--- config.mk ---
export PLATFORM = sky130hd
export DESIGN_NAME = perf_counters
export DESIGN_NICKNAME = d
export VERILOG_FILES = /design/src/design/perf_counter_pkg.sv /design/src/design/perf_counters.sv /design/src/design/event_counter_slice.sv
export SDC_FILE = /design/constraint.sdc
export NUM_CORES = 1
export LEC_CHECK = 0
export BUFFER_PORTS_ARGS = -buffer_cell sky130_fd_sc_hd__buf_2
export CAP_MARGIN = 20
export CORE_ASPECT_RATIO = 0.75
export CORE_MARGIN = 1.5
export CORE_UTILIZATION = 45
export CTS_CLUSTER_SIZE = 40
export DETAILED_ROUTE_END_ITERATION = 12
export PLACE_DENSITY = 0.69
export SLEW_MARGIN = 20
export SYNTH_ARGS = -nofsm -noshare
export SYNTH_HDL_FRONTEND = slang
export SYNTH_SLANG_ARGS = --single-unit
--- constraint.sdc ---
create_clock -name clk_sys_i -period 2.3 [get_ports clk_sys_i]
set_clock_uncertainty 0.2 [all_clocks]
set_input_delay 0.23 -clock clk_sys_i [delete_from_list [all_inputs] [get_ports clk_sys_i]]
set_output_delay 0.23 -clock clk_sys_i [all_outputs]
set_load 0.05 [all_outputs]
--- src/design/perf_counter_pkg.sv ---
/*
  perf_counter_pkg: register numbers, field positions, reset values and
  event bit positions shared by the performance counter block and its
  event counter slice.
  Assumes the core's register access port carries a 12-bit register number.
*/
package perf_counter_pkg;

  // ------------------------------------------------------------------
  // widths and sizing
  // ------------------------------------------------------------------
  localparam int unsigned COUNTER_WIDTH   = 64;
  localparam int unsigned HALF_WIDTH      = 32;
  localparam int unsigned EVENT_WIDTH     = 16;
  localparam int unsigned CSR_ADDR_WIDTH  = 12;
  localparam int unsigned MAX_EVENT_CTRS  = 29;
  localparam int unsigned FIRST_EVENT_CTR = 3;

  // ------------------------------------------------------------------
  // register numbers; counter x sits at group base plus x
  // ------------------------------------------------------------------
  localparam logic [11:0] COUNTER_INHIBIT_ADDR = 12'h320;
  localparam logic [6:0]  GROUP_SELECTOR       = 7'h19;  // 0x320..0x33F
  localparam logic [6:0]  GROUP_COUNT_LO       = 7'h58;  // 0xB00..0xB1F
  localparam logic [6:0]  GROUP_COUNT_HI       = 7'h5C;  // 0xB80..0xB9F
  localparam logic [6:0]  GROUP_ALIAS_LO       = 7'h60;  // 0xC00..0xC1F, read only
  localparam logic [6:0]  GROUP_ALIAS_HI       = 7'h64;  // 0xC80..0xC9F, read only
  localparam logic [4:0]  CYCLE_INDEX          = 5'h00;
  localparam logic [4:0]  RETIRE_INDEX         = 5'h02;

  // ------------------------------------------------------------------
  // inhibit bit positions and values after reset
  // ------------------------------------------------------------------
  localparam int unsigned INHIBIT_CYCLE_BIT  = 0;
  localparam int unsigned INHIBIT_RETIRE_BIT = 2;
  localparam logic [31:0] INHIBIT_FIXED_MASK = 32'h0000_0005;
  localparam logic [63:0] COUNTER_RESET      = 64'h0000_0000_0000_0000;
  localparam logic [15:0] SELECTOR_RESET     = 16'h0000;
  localparam logic [31:0] WORD_ZERO          = 32'h0000_0000;

  // ------------------------------------------------------------------
  // event selector bit positions
  // ------------------------------------------------------------------
  localparam int unsigned EV_CYCLE         = 0;
  localparam int unsigned EV_RETIRE        = 1;
  localparam int unsigned EV_LOAD_USE      = 2;
  localparam int unsigned EV_JUMP_REG      = 3;
  localparam int unsigned EV_FETCH_WAIT    = 4;
  localparam int unsigned EV_MEM_READ      = 5;
  localparam int unsigned EV_MEM_WRITE     = 6;
  localparam int unsigned EV_UNCOND_JUMP   = 7;
  localparam int unsigned EV_COND_XFER     = 8;
  localparam int unsigned EV_COND_TAKEN    = 9;
  localparam int unsigned EV_COMPRESSED    = 10;
  localparam int unsigned EV_PIPE_STALL    = 11;
  localparam int unsigned EV_COPROC_TYPE   = 12;
  localparam int unsigned EV_COPROC_CONT   = 13;
  localparam int unsigned EV_COPROC_DEP    = 14;
  localparam int unsigned EV_COPROC_WB     = 15;

  // ------------------------------------------------------------------
  // register access operations
  // ------------------------------------------------------------------
  typedef enum logic [1:0] {
    CSR_OP_READ  = 2'b00,
    CSR_OP_WRITE = 2'b01,
    CSR_OP_SET   = 2'b10,
    CSR_OP_CLEAR = 2'b11
  } csr_op_type;

endpackage

--- src/design/perf_counters.sv ---
/*
  perf_counters: hardware performance monitor of the core. Holds the
  cycle counter, the retired instruction counter, a build-time number of
  event counters with selectors, and the counter inhibit register.
  Assumes clk_sys_i is the core's gated clock, so sleep stops all counting,
  and that the core presents one register access per cycle on the csr port.
*/
//
// Contract
// - every counter, cycle, retire and event, is 64 bits wide.
// - event counter count is a build parameter, 0 to 29, default 1.
// - positions not built read back as zero.
// - all counters run on the gated core clock and pause in sleep.
// - selector bits 0..15 name cycles, retire, hazards, memory, jumps, coprocessor.
// - a set selector bit makes its counter count that event.
// - a zero selector makes its counter count nothing.
// - all implemented counters come out of reset inhibited.
// - inhibit at 0x320: bit 0 cycle, bit 2 retire, bit x counter x.
// - low half through the base register, high half through the high one.
// - reading any counter half leaves the counter untouched.
// - cycle and retire counters always exist.
// - cycle counter counts cycles, retire counter counts retired instructions.
// - each event counter adds 64 count flops, selector, inhibit flop, adder.
// - all registers but the read-only 0xC00 and 0xC80 aliases take write, set and clear accesses, register or immediate.
`timescale 1ns/100ps
module perf_counters
  import perf_counter_pkg::*;
#(
  parameter int unsigned EVENT_COUNTER_COUNT_PARAM = 1
)(
  // clock and reset
  input  wire logic        clk_sys_i,
  input  wire logic        sys_rst_i,
  // register access from the core
  input  wire logic        csr_access_i,
  input  wire logic [11:0] csr_addr_i,
  input  wire logic [1:0]  csr_op_i,
  input  wire logic [31:0] csr_wdata_i,
  output logic      [31:0] csr_rdata_o,
  // pipeline event sources, one-cycle pulses or levels per cycle
  input  wire logic        retire_event_i,
  input  wire logic        load_use_hazard_event_i,
  input  wire logic        jump_register_hazard_event_i,
  input  wire logic        fetch_wait_event_i,
  input  wire logic        memory_read_event_i,
  input  wire logic        memory_write_event_i,
  input  wire logic        unconditional_jump_event_i,
  input  wire logic        conditional_transfer_event_i,
  input  wire logic        conditional_taken_event_i,
  input  wire logic        compressed_retire_event_i,
  input  wire logic        pipeline_stall_event_i,
  input  wire logic        coproc_type_conflict_event_i,
  input  wire logic        coproc_contention_event_i,
  input  wire logic        coproc_dependency_event_i,
  input  wire logic        coproc_writeback_event_i
);

  // ------------------------------------------------------------------
  // state
  // ------------------------------------------------------------------
  typedef struct packed {
    logic [31:0] inhibit;
    logic [63:0] cycle;
    logic [63:0] retire;
    logic [31:0] rdata;
  } top_state_type;

  // inhibit bits that physically exist; the rest stay zero
  localparam logic [31:0] INHIBIT_BUILT_MASK = INHIBIT_FIXED_MASK |
    (((32'h0000_0001 << EVENT_COUNTER_COUNT_PARAM) - 32'h0000_0001) << FIRST_EVENT_CTR);

  top_state_type state_reg;
  top_state_type state_next;

  logic [15:0] event_vec;
  logic [6:0]  addr_group;
  logic [4:0]  addr_index;
  logic        do_write;
  logic [31:0] old_value;
  logic [31:0] new_value;
  logic        wr_cnt_lo;
  logic        wr_cnt_hi;
  logic        wr_sel;
  logic        cycle_written;
  logic        retire_written;
  logic [63:0] ev_count  [32];
  logic [15:0] ev_select [32];

  // ------------------------------------------------------------------
  // event vector in selector bit order
  // ------------------------------------------------------------------
  // bit 0 is high every cycle; the gated clock already drops sleep cycles
  always_comb begin
    event_vec                 = 16'h0000;
    event_vec[EV_CYCLE]       = 1'b1;
    event_vec[EV_RETIRE]      = retire_event_i;
    event_vec[EV_LOAD_USE]    = load_use_hazard_event_i;
    event_vec[EV_JUMP_REG]    = jump_register_hazard_event_i;
    event_vec[EV_FETCH_WAIT]  = fetch_wait_event_i;
    event_vec[EV_MEM_READ]    = memory_read_event_i;
    event_vec[EV_MEM_WRITE]   = memory_write_event_i;
    event_vec[EV_UNCOND_JUMP] = unconditional_jump_event_i;
    event_vec[EV_COND_XFER]   = conditional_transfer_event_i;
    event_vec[EV_COND_TAKEN]  = conditional_taken_event_i;
    event_vec[EV_COMPRESSED]  = compressed_retire_event_i;
    event_vec[EV_PIPE_STALL]  = pipeline_stall_event_i;
    event_vec[EV_COPROC_TYPE] = coproc_type_conflict_event_i;
    event_vec[EV_COPROC_CONT] = coproc_contention_event_i;
    event_vec[EV_COPROC_DEP]  = coproc_dependency_event_i;
    event_vec[EV_COPROC_WB]   = coproc_writeback_event_i;
  end

  // ------------------------------------------------------------------
  // event counter slices, one generate position per counter number
  // ------------------------------------------------------------------
  assign addr_group = csr_addr_i[11:5];
  assign addr_index = csr_addr_i[4:0];

  genvar gi;
  generate
    for (gi = 0; gi < 32; gi = gi + 1) begin : g_slot
      if (gi >= FIRST_EVENT_CTR && gi < FIRST_EVENT_CTR + EVENT_COUNTER_COUNT_PARAM) begin : g_on
        event_counter_slice u_slice (
          .clk_sys_i   (clk_sys_i),
          .sys_rst_i   (sys_rst_i),
          .count_en_i  (!state_reg.inhibit[gi]),
          .event_vec_i (event_vec),
          .wr_lo_i     (wr_cnt_lo && addr_index == 5'(gi)),
          .wr_hi_i     (wr_cnt_hi && addr_index == 5'(gi)),
          .wr_sel_i    (wr_sel && addr_index == 5'(gi)),
          .wr_data_i   (new_value),
          .count_o     (ev_count[gi]),
          .select_o    (ev_select[gi])
        );
      end else begin : g_off
        // slots never built tie to zero so reads return zero
        assign ev_count[gi]  = COUNTER_RESET;
        assign ev_select[gi] = SELECTOR_RESET;
      end
    end
  endgenerate

  // ------------------------------------------------------------------
  // read decode; cycle and retire override their slots
  // ------------------------------------------------------------------
  always_comb begin
    old_value = WORD_ZERO;
    case (addr_group)
      GROUP_COUNT_LO, GROUP_ALIAS_LO: begin
        if (addr_index == CYCLE_INDEX) begin
          old_value = state_reg.cycle[31:0];
        end else if (addr_index == RETIRE_INDEX) begin
          old_value = state_reg.retire[31:0];
        end else begin
          old_value = ev_count[addr_index][31:0];
        end
      end
      GROUP_COUNT_HI, GROUP_ALIAS_HI: begin
        if (addr_index == CYCLE_INDEX) begin
          old_value = state_reg.cycle[63:32];
        end else if (addr_index == RETIRE_INDEX) begin
          old_value = state_reg.retire[63:32];
        end else begin
          old_value = ev_count[addr_index][63:32];
        end
      end
      GROUP_SELECTOR: begin
        if (addr_index == 5'h00) begin
          old_value = state_reg.inhibit;
        end else begin
          old_value = {16'h0000, ev_select[addr_index]};
        end
      end
      default: begin
        old_value = WORD_ZERO;
      end
    endcase
  end

  // ------------------------------------------------------------------
  // write merge for write, set and clear forms
  // ------------------------------------------------------------------
  // immediate forms arrive already zero-extended in csr_wdata_i
  always_comb begin
    case (csr_op_type'(csr_op_i))
      CSR_OP_WRITE: new_value = csr_wdata_i;
      CSR_OP_SET:   new_value = old_value | csr_wdata_i;
      CSR_OP_CLEAR: new_value = old_value & ~csr_wdata_i;
      default:      new_value = old_value;
    endcase
  end

  // plain reads never reach a write strobe, so they cannot disturb a count
  assign do_write  = csr_access_i && csr_op_type'(csr_op_i) != CSR_OP_READ;
  assign wr_cnt_lo = do_write && addr_group == GROUP_COUNT_LO;
  assign wr_cnt_hi = do_write && addr_group == GROUP_COUNT_HI;
  assign wr_sel    = do_write && addr_group == GROUP_SELECTOR && addr_index != 5'h00;
  assign cycle_written  = (wr_cnt_lo || wr_cnt_hi) && addr_index == CYCLE_INDEX;
  assign retire_written = (wr_cnt_lo || wr_cnt_hi) && addr_index == RETIRE_INDEX;

  // ------------------------------------------------------------------
  // next state for inhibit, cycle, retire and read data
  // ------------------------------------------------------------------
  always_comb begin
    state_next = state_reg;
    if (!state_reg.inhibit[INHIBIT_CYCLE_BIT] && !cycle_written) begin
      state_next.cycle = state_reg.cycle + 64'h0000_0000_0000_0001;
    end
    if (!state_reg.inhibit[INHIBIT_RETIRE_BIT] && retire_event_i && !retire_written) begin
      state_next.retire = state_reg.retire + 64'h0000_0000_0000_0001;
    end
    // a written counter skips its increment, so no carry leaks into the other half
    if (wr_cnt_lo && addr_index == CYCLE_INDEX) begin
      state_next.cycle[31:0] = new_value;
    end
    if (wr_cnt_hi && addr_index == CYCLE_INDEX) begin
      state_next.cycle[63:32] = new_value;
    end
    if (wr_cnt_lo && addr_index == RETIRE_INDEX) begin
      state_next.retire[31:0] = new_value;
    end
    if (wr_cnt_hi && addr_index == RETIRE_INDEX) begin
      state_next.retire[63:32] = new_value;
    end
    if (do_write && csr_addr_i == COUNTER_INHIBIT_ADDR) begin
      state_next.inhibit = new_value & INHIBIT_BUILT_MASK;
    end
    // read data shows the value before any write of the same access
    if (csr_access_i) begin
      state_next.rdata = old_value;
    end
  end

  // every built counter starts inhibited to save power
  always_ff @(posedge clk_sys_i) begin
    if (sys_rst_i) begin
      state_reg <= '{inhibit: INHIBIT_BUILT_MASK, cycle: COUNTER_RESET,
                     retire: COUNTER_RESET, rdata: WORD_ZERO};
    end else begin
      state_reg <= state_next;
    end
  end

  assign csr_rdata_o = state_reg.rdata;

  // ------------------------------------------------------------------
  // checks
  // ------------------------------------------------------------------
  property p_reset_inhibits;
    @(posedge clk_sys_i) sys_rst_i |=> state_reg.inhibit == INHIBIT_BUILT_MASK;
  endproperty
  a_reset_inhibits: assert property (p_reset_inhibits)
    else $error("counters not all inhibited after reset");

  property p_cycle_counts;
    @(posedge clk_sys_i) disable iff (sys_rst_i)
      (!state_reg.inhibit[INHIBIT_CYCLE_BIT] && !cycle_written)
        |=> state_reg.cycle == $past(state_reg.cycle) + 64'h0000_0000_0000_0001;
  endproperty
  a_cycle_counts: assert property (p_cycle_counts)
    else $error("cycle counter did not advance by one");

  property p_inhibited_holds;
    @(posedge clk_sys_i) disable iff (sys_rst_i)
      (state_reg.inhibit[INHIBIT_CYCLE_BIT] && !cycle_written) |=> $stable(state_reg.cycle);
  endproperty
  a_inhibited_holds: assert property (p_inhibited_holds)
    else $error("inhibited cycle counter moved");

  property p_retire_counts;
    @(posedge clk_sys_i) disable iff (sys_rst_i)
      (!retire_written) |=> state_reg.retire == $past(state_reg.retire) +
        64'($past(retire_event_i && !state_reg.inhibit[INHIBIT_RETIRE_BIT]));
  endproperty
  a_retire_counts: assert property (p_retire_counts)
    else $error("retire counter does not follow retirements");

  property p_write_wins;
    @(posedge clk_sys_i) disable iff (sys_rst_i)
      (wr_cnt_lo && addr_index == CYCLE_INDEX) |=> state_reg.cycle[31:0] == $past(new_value);
  endproperty
  a_write_wins: assert property (p_write_wins)
    else $error("cycle low write lost to increment");

  property p_high_half_read;
    @(posedge clk_sys_i) disable iff (sys_rst_i)
      (csr_access_i && addr_group == GROUP_COUNT_HI && addr_index == CYCLE_INDEX)
        |=> csr_rdata_o == $past(state_reg.cycle[63:32]);
  endproperty
  a_high_half_read: assert property (p_high_half_read)
    else $error("high half read returned wrong word");

  property p_unbuilt_reads_zero;
    @(posedge clk_sys_i) disable iff (sys_rst_i)
      (csr_access_i && addr_group == GROUP_COUNT_LO &&
       32'(addr_index) >= FIRST_EVENT_CTR + EVENT_COUNTER_COUNT_PARAM) |=> csr_rdata_o == WORD_ZERO;
  endproperty
  a_unbuilt_reads_zero: assert property (p_unbuilt_reads_zero)
    else $error("unbuilt counter read nonzero");

  property p_inhibit_write;
    @(posedge clk_sys_i) disable iff (sys_rst_i)
      (do_write && csr_addr_i == COUNTER_INHIBIT_ADDR)
        |=> state_reg.inhibit == ($past(new_value) & INHIBIT_BUILT_MASK);
  endproperty
  a_inhibit_write: assert property (p_inhibit_write)
    else $error("inhibit register did not take write");

  property p_read_no_effect;
    @(posedge clk_sys_i) disable iff (sys_rst_i)
      (csr_access_i && !do_write && state_reg.inhibit[INHIBIT_CYCLE_BIT]) |=> $stable(state_reg.cycle);
  endproperty
  a_read_no_effect: assert property (p_read_no_effect)
    else $error("read disturbed the cycle counter");

  c_low_carry: cover property (@(posedge clk_sys_i) disable iff (sys_rst_i)
    state_reg.cycle[31:0] == 32'hFFFF_FFFF ##1 state_reg.cycle[31:0] == 32'h0000_0000);
  c_enable_cycle: cover property (@(posedge clk_sys_i) disable iff (sys_rst_i)
    do_write && csr_addr_i == COUNTER_INHIBIT_ADDR && !new_value[INHIBIT_CYCLE_BIT]);
  c_write_during_count: cover property (@(posedge clk_sys_i) disable iff (sys_rst_i)
    wr_cnt_hi && addr_index == RETIRE_INDEX && retire_event_i);

endmodule

--- src/design/event_counter_slice.sv ---
/*
  event_counter_slice: one 64-bit event counter with its event selector.
  Assumes the parent decodes register accesses and hands over one-cycle
  write strobes with the already merged write data.
*/
`timescale 1ns/100ps
module event_counter_slice
  import perf_counter_pkg::*;
(
  // clock and reset
  input  wire logic        clk_sys_i,
  input  wire logic        sys_rst_i,
  // control from the parent
  input  wire logic        count_en_i,
  input  wire logic [15:0] event_vec_i,
  input  wire logic        wr_lo_i,
  input  wire logic        wr_hi_i,
  input  wire logic        wr_sel_i,
  input  wire logic [31:0] wr_data_i,
  // state out
  output logic      [63:0] count_o,
  output logic      [15:0] select_o
);

  typedef struct packed {
    logic [63:0] count;
    logic [15:0] select;
  } slice_state_type;

  slice_state_type state_reg;
  slice_state_type state_next;
  logic            hit;

  // ------------------------------------------------------------------
  // next state
  // ------------------------------------------------------------------
  // several selector bits set simply OR their events; software must avoid it
  // a write to either half suppresses the whole increment, carry included
  always_comb begin
    state_next = state_reg;
    hit        = count_en_i && |(state_reg.select & event_vec_i);
    if (hit && !wr_lo_i && !wr_hi_i) begin
      state_next.count = state_reg.count + 64'h0000_0000_0000_0001;
    end
    if (wr_lo_i) begin
      state_next.count[31:0] = wr_data_i;
    end
    if (wr_hi_i) begin
      state_next.count[63:32] = wr_data_i;
    end
    if (wr_sel_i) begin
      state_next.select = wr_data_i[15:0];
    end
  end

  // counter and selector are cleared so a fresh core counts nothing
  always_ff @(posedge clk_sys_i) begin
    if (sys_rst_i) begin
      state_reg <= '{count: COUNTER_RESET, select: SELECTOR_RESET};
    end else begin
      state_reg <= state_next;
    end
  end

  assign count_o  = state_reg.count;
  assign select_o = state_reg.select;

  // ------------------------------------------------------------------
  // checks
  // ------------------------------------------------------------------
  property p_zero_select_holds;
    @(posedge clk_sys_i) disable iff (sys_rst_i)
      (state_reg.select == SELECTOR_RESET && !wr_lo_i && !wr_hi_i) |=> $stable(count_o);
  endproperty
  a_zero_select_holds: assert property (p_zero_select_holds)
    else $error("counter moved with an empty selector");

  property p_selected_event_counts;
    @(posedge clk_sys_i) disable iff (sys_rst_i)
      (count_en_i && (event_vec_i & state_reg.select) != 16'h0000 && !wr_lo_i && !wr_hi_i)
        |=> count_o == $past(count_o) + 64'h0000_0000_0000_0001;
  endproperty
  a_selected_event_counts: assert property (p_selected_event_counts)
    else $error("selected event was not counted");

endmodule

==> results.tsv <==
metric	value	unit
outcome	finished with violations	
violations	setup timing	
hpwl	67.8	mm
tns	-7600	ps
avgSynthCellArea	7.83	µm²
final_hold_viol_count	0	
initial_core_util	46.2	%
endpoint_kind	register	
ant_nets	0	
fin_area	24300	µm²
syn-num-nets	2068	
synth-edff-count	0	
async_flop_share	0	%
root_buffer	clkbuf_16	
area_delta_synth_final	55.4	%
cts_made_buffers	27	
clk_latency	580	ps
drt-initial-drc-count	3194	
cp.arrival	2870	ps
min_from	csr_wdata_i[1]	
globalRouteOverflowTotal	0	
grt_pass1_wl	125	mm
reg2reg_from	g_slot[3].g_on.u_slice.count_o[30]	
tritoncts	built	
final_util	71.8	%
core_area	33900	µm²
relSlewSlack	57.2	%
grt_max_degree	69	
gp_congestion	1.14	
cp_data_required_time	2570	ps
worstMarginPinSlew	638	ps
dieArea	36000	µm²
drive_gt1_share	43.6	%
drt_wl_total	89.7	mm
placedInstanceArea	20800	µm²
p_per_area	410	nW/µm²
slew_violations	0	
layout.nets	2691	
rsz0062_at_grt	true	
ios	96	
port_buffers	95	
cap_violations	0	
start_kind	register	
synth_area	15700	µm²
rows	58	
dr.pass1.iters	8	
rrSetupSlack	-300	ps
vias_per_cell	6.57	
setup_violations	91	
num_vias	20327	
htreeDepth	1	
reg2reg_depth	9	
min_period_over_period	113	%
whs	13.3	ps
antenna_found_initial	2	
yosysUniqueCellTypes	96	
ys.flop_type	dfxtp_1	
ys_ff_latch	243	
ir_drop	0.000579	V
die-width	218	µm
wl_per_cell	29.0	µm
synth_seq_area_share	31.0	%
crit_start	g_slot[3].g_on.u_slice.count_o[30]	
min_path_type	in -> reg	
critical_path.max_fanout	3	
route.detailed.drc	0	
syn-instance-count	2001	
largest_reg_flops	131	
finalCriticalPeriod	2600	ps
whs_path_depth	4	
cts.sinks	243	
grt_pass1_vias	18696	
clk_pin_slew	70	ps
fmax	384	MHz
cts_max_path_buffers	3	
ys.warnings.count	0	
grtUsageTotal	48.1	%
p_leak	0.00991	µW
die_h	165	µm
critPathKind	reg -> reg	
setup_slack	-303	ps
==> final timing paths <==
path,to
max,g_slot[3].g_on.u_slice.count_o[40]
min,g_slot[3].g_on.u_slice.select_o[1]
max reg2reg,g_slot[3].g_on.u_slice.count_o[40]
min reg2reg,csr_rdata_o[26]
==> repair_timing <==
action                                  4_1_cts  5_1_grt
cloned                                        2        0
resized for setup                           219      255
endpoints found under the hold margin        29        0
hold buffers                                  6        0
pin swaps                                   118      158
buffers inserted                             36       40
endpoints found under the setup margin      154      192
==> worst max-delay path: stages (launching register included) <==
cell     delay, ps
dfxtp_2        370
nand4_1        230
buf_4          230
nor2_1         170
or4b_4         610
buf_12         180
buf_8          120
nor2_4          80
xor2_1          70
o211a_1        210
==> power by group <==
part           total, µW  switching [µW]  internal, µW
combinational       1250             800           447
sequential          4220            8.61          4210
clock               4520            1940          2580
total               9990            2750          7240
==> final cells by class <==
cell class / instances / area, µm²
diodes: 4 / 10.0
clock buffers: 39 / 751
clock inverters: 8 / 119
fillers: 2590 / 9550
inverters: 36 / 138
multi-input cells: 1557 / 11600
flip-flops and latches: 243 / 4960
well taps: 450 / 563
repair buffers: 759 / 6230
==> layout by cell type, fill, tap and decap left out, types with 15 or more instances in the layout <==
cell,n
buf_4,553
dfxtp_1,178
nor2_1,172
nand2_1,168
a211oi_1,97
buf_2,94
nand3_1,92
xnor2_1,88
a21oi_1,87
nand4_1,76
buf_6,63
xor2_1,62
dfxtp_2,59
o21ai_0,53
o22ai_1,42
buf_12,38
nor3_1,37
inv_1,34
mux2i_1,32
and3_1,29
clkbuf_16,27
nor3_2,24
nor3_4,23
o21ai_1,23
a22oi_1,17
nor4_4,16
nand3_2,15
==> synth_stat cells, drive strengths merged, types with 7 or more instances <==
master | count | area (µm²)
or3 | 11 | 68.8
nor3 | 84 | 473
a22oi | 27 | 213
a22o | 10 | 87.6
o31ai | 10 | 80.1
a32o | 7 | 70.1
a221oi | 12 | 124
nor2b | 7 | 43.8
o21ai | 80 | 404
xor2 | 63 | 552
nand2 | 177 | 664
nor4 | 30 | 209
buf | 80 | 497
mux2i | 33 | 330
o2111ai | 7 | 67.6
a21o | 7 | 52.6
a21oi | 101 | 505
inv | 35 | 131
a211oi | 110 | 836
o211ai | 13 | 103
o31a | 7 | 61.3
nor2 | 198 | 751
nand4 | 82 | 559
clkbuf | 86 | 323
a31oi | 13 | 87.6
nor3b | 7 | 57.6
o21a | 13 | 97.6
dfxtp | 243 | 4860
and2 | 20 | 125
xnor2 | 102 | 893
nand3 | 118 | 603
o22ai | 46 | 288
and3 | 34 | 215
mux2 | 19 | 214
and4 | 21 | 185
==> routing by layer <==
layer  up-vias  track usage [%]  share of wire (%)  wire (µm)
met4         2             25.6                6.2       5600
met1      9715             63.9                 39      34900
met3       360             17.2                 15      13600
li1       8702                -                  -          -
met2      1548             67.6                 40      35700
met5         -                0              0.014         13
==> per-stage QoR <==
| stage | std cells | worst slack [ps] | power (µW) |
|---|---|---|---|
| after floorplan | 2001 | -66.7 | 4780 |
| after global placement | 2965 | -896 | 5430 |
| after detailed placement | 2965 | -814 | 5440 |
| after CTS | 3055 | -193 | 9870 |
| after global routing | 3093 | -304 | 10100 |
| final | 3096 | -303 | 9990 |
==> cells by family (layout without fill, tap and decap cells) <==
kind of cell / count (synthesis) / count (layout) / synth area share (%)
AO/OA/AOI/OAI: 528 / 528 / 23.5
XOR/XNOR: 165 / 165 / 9.22
adder cells (fa/ha/maj): 3 / 3 / 0.240
buffers and inverters: 202 / 842 / 6.09
flip-flops: 243 / 243 / 31.0
multiplexers: 53 / 53 / 3.62
other: 0 / 4 / 0
AND/OR/NAND/NOR: 807 / 808 / 26.2
No activity file was read; power rests on OpenSTA's default activity.
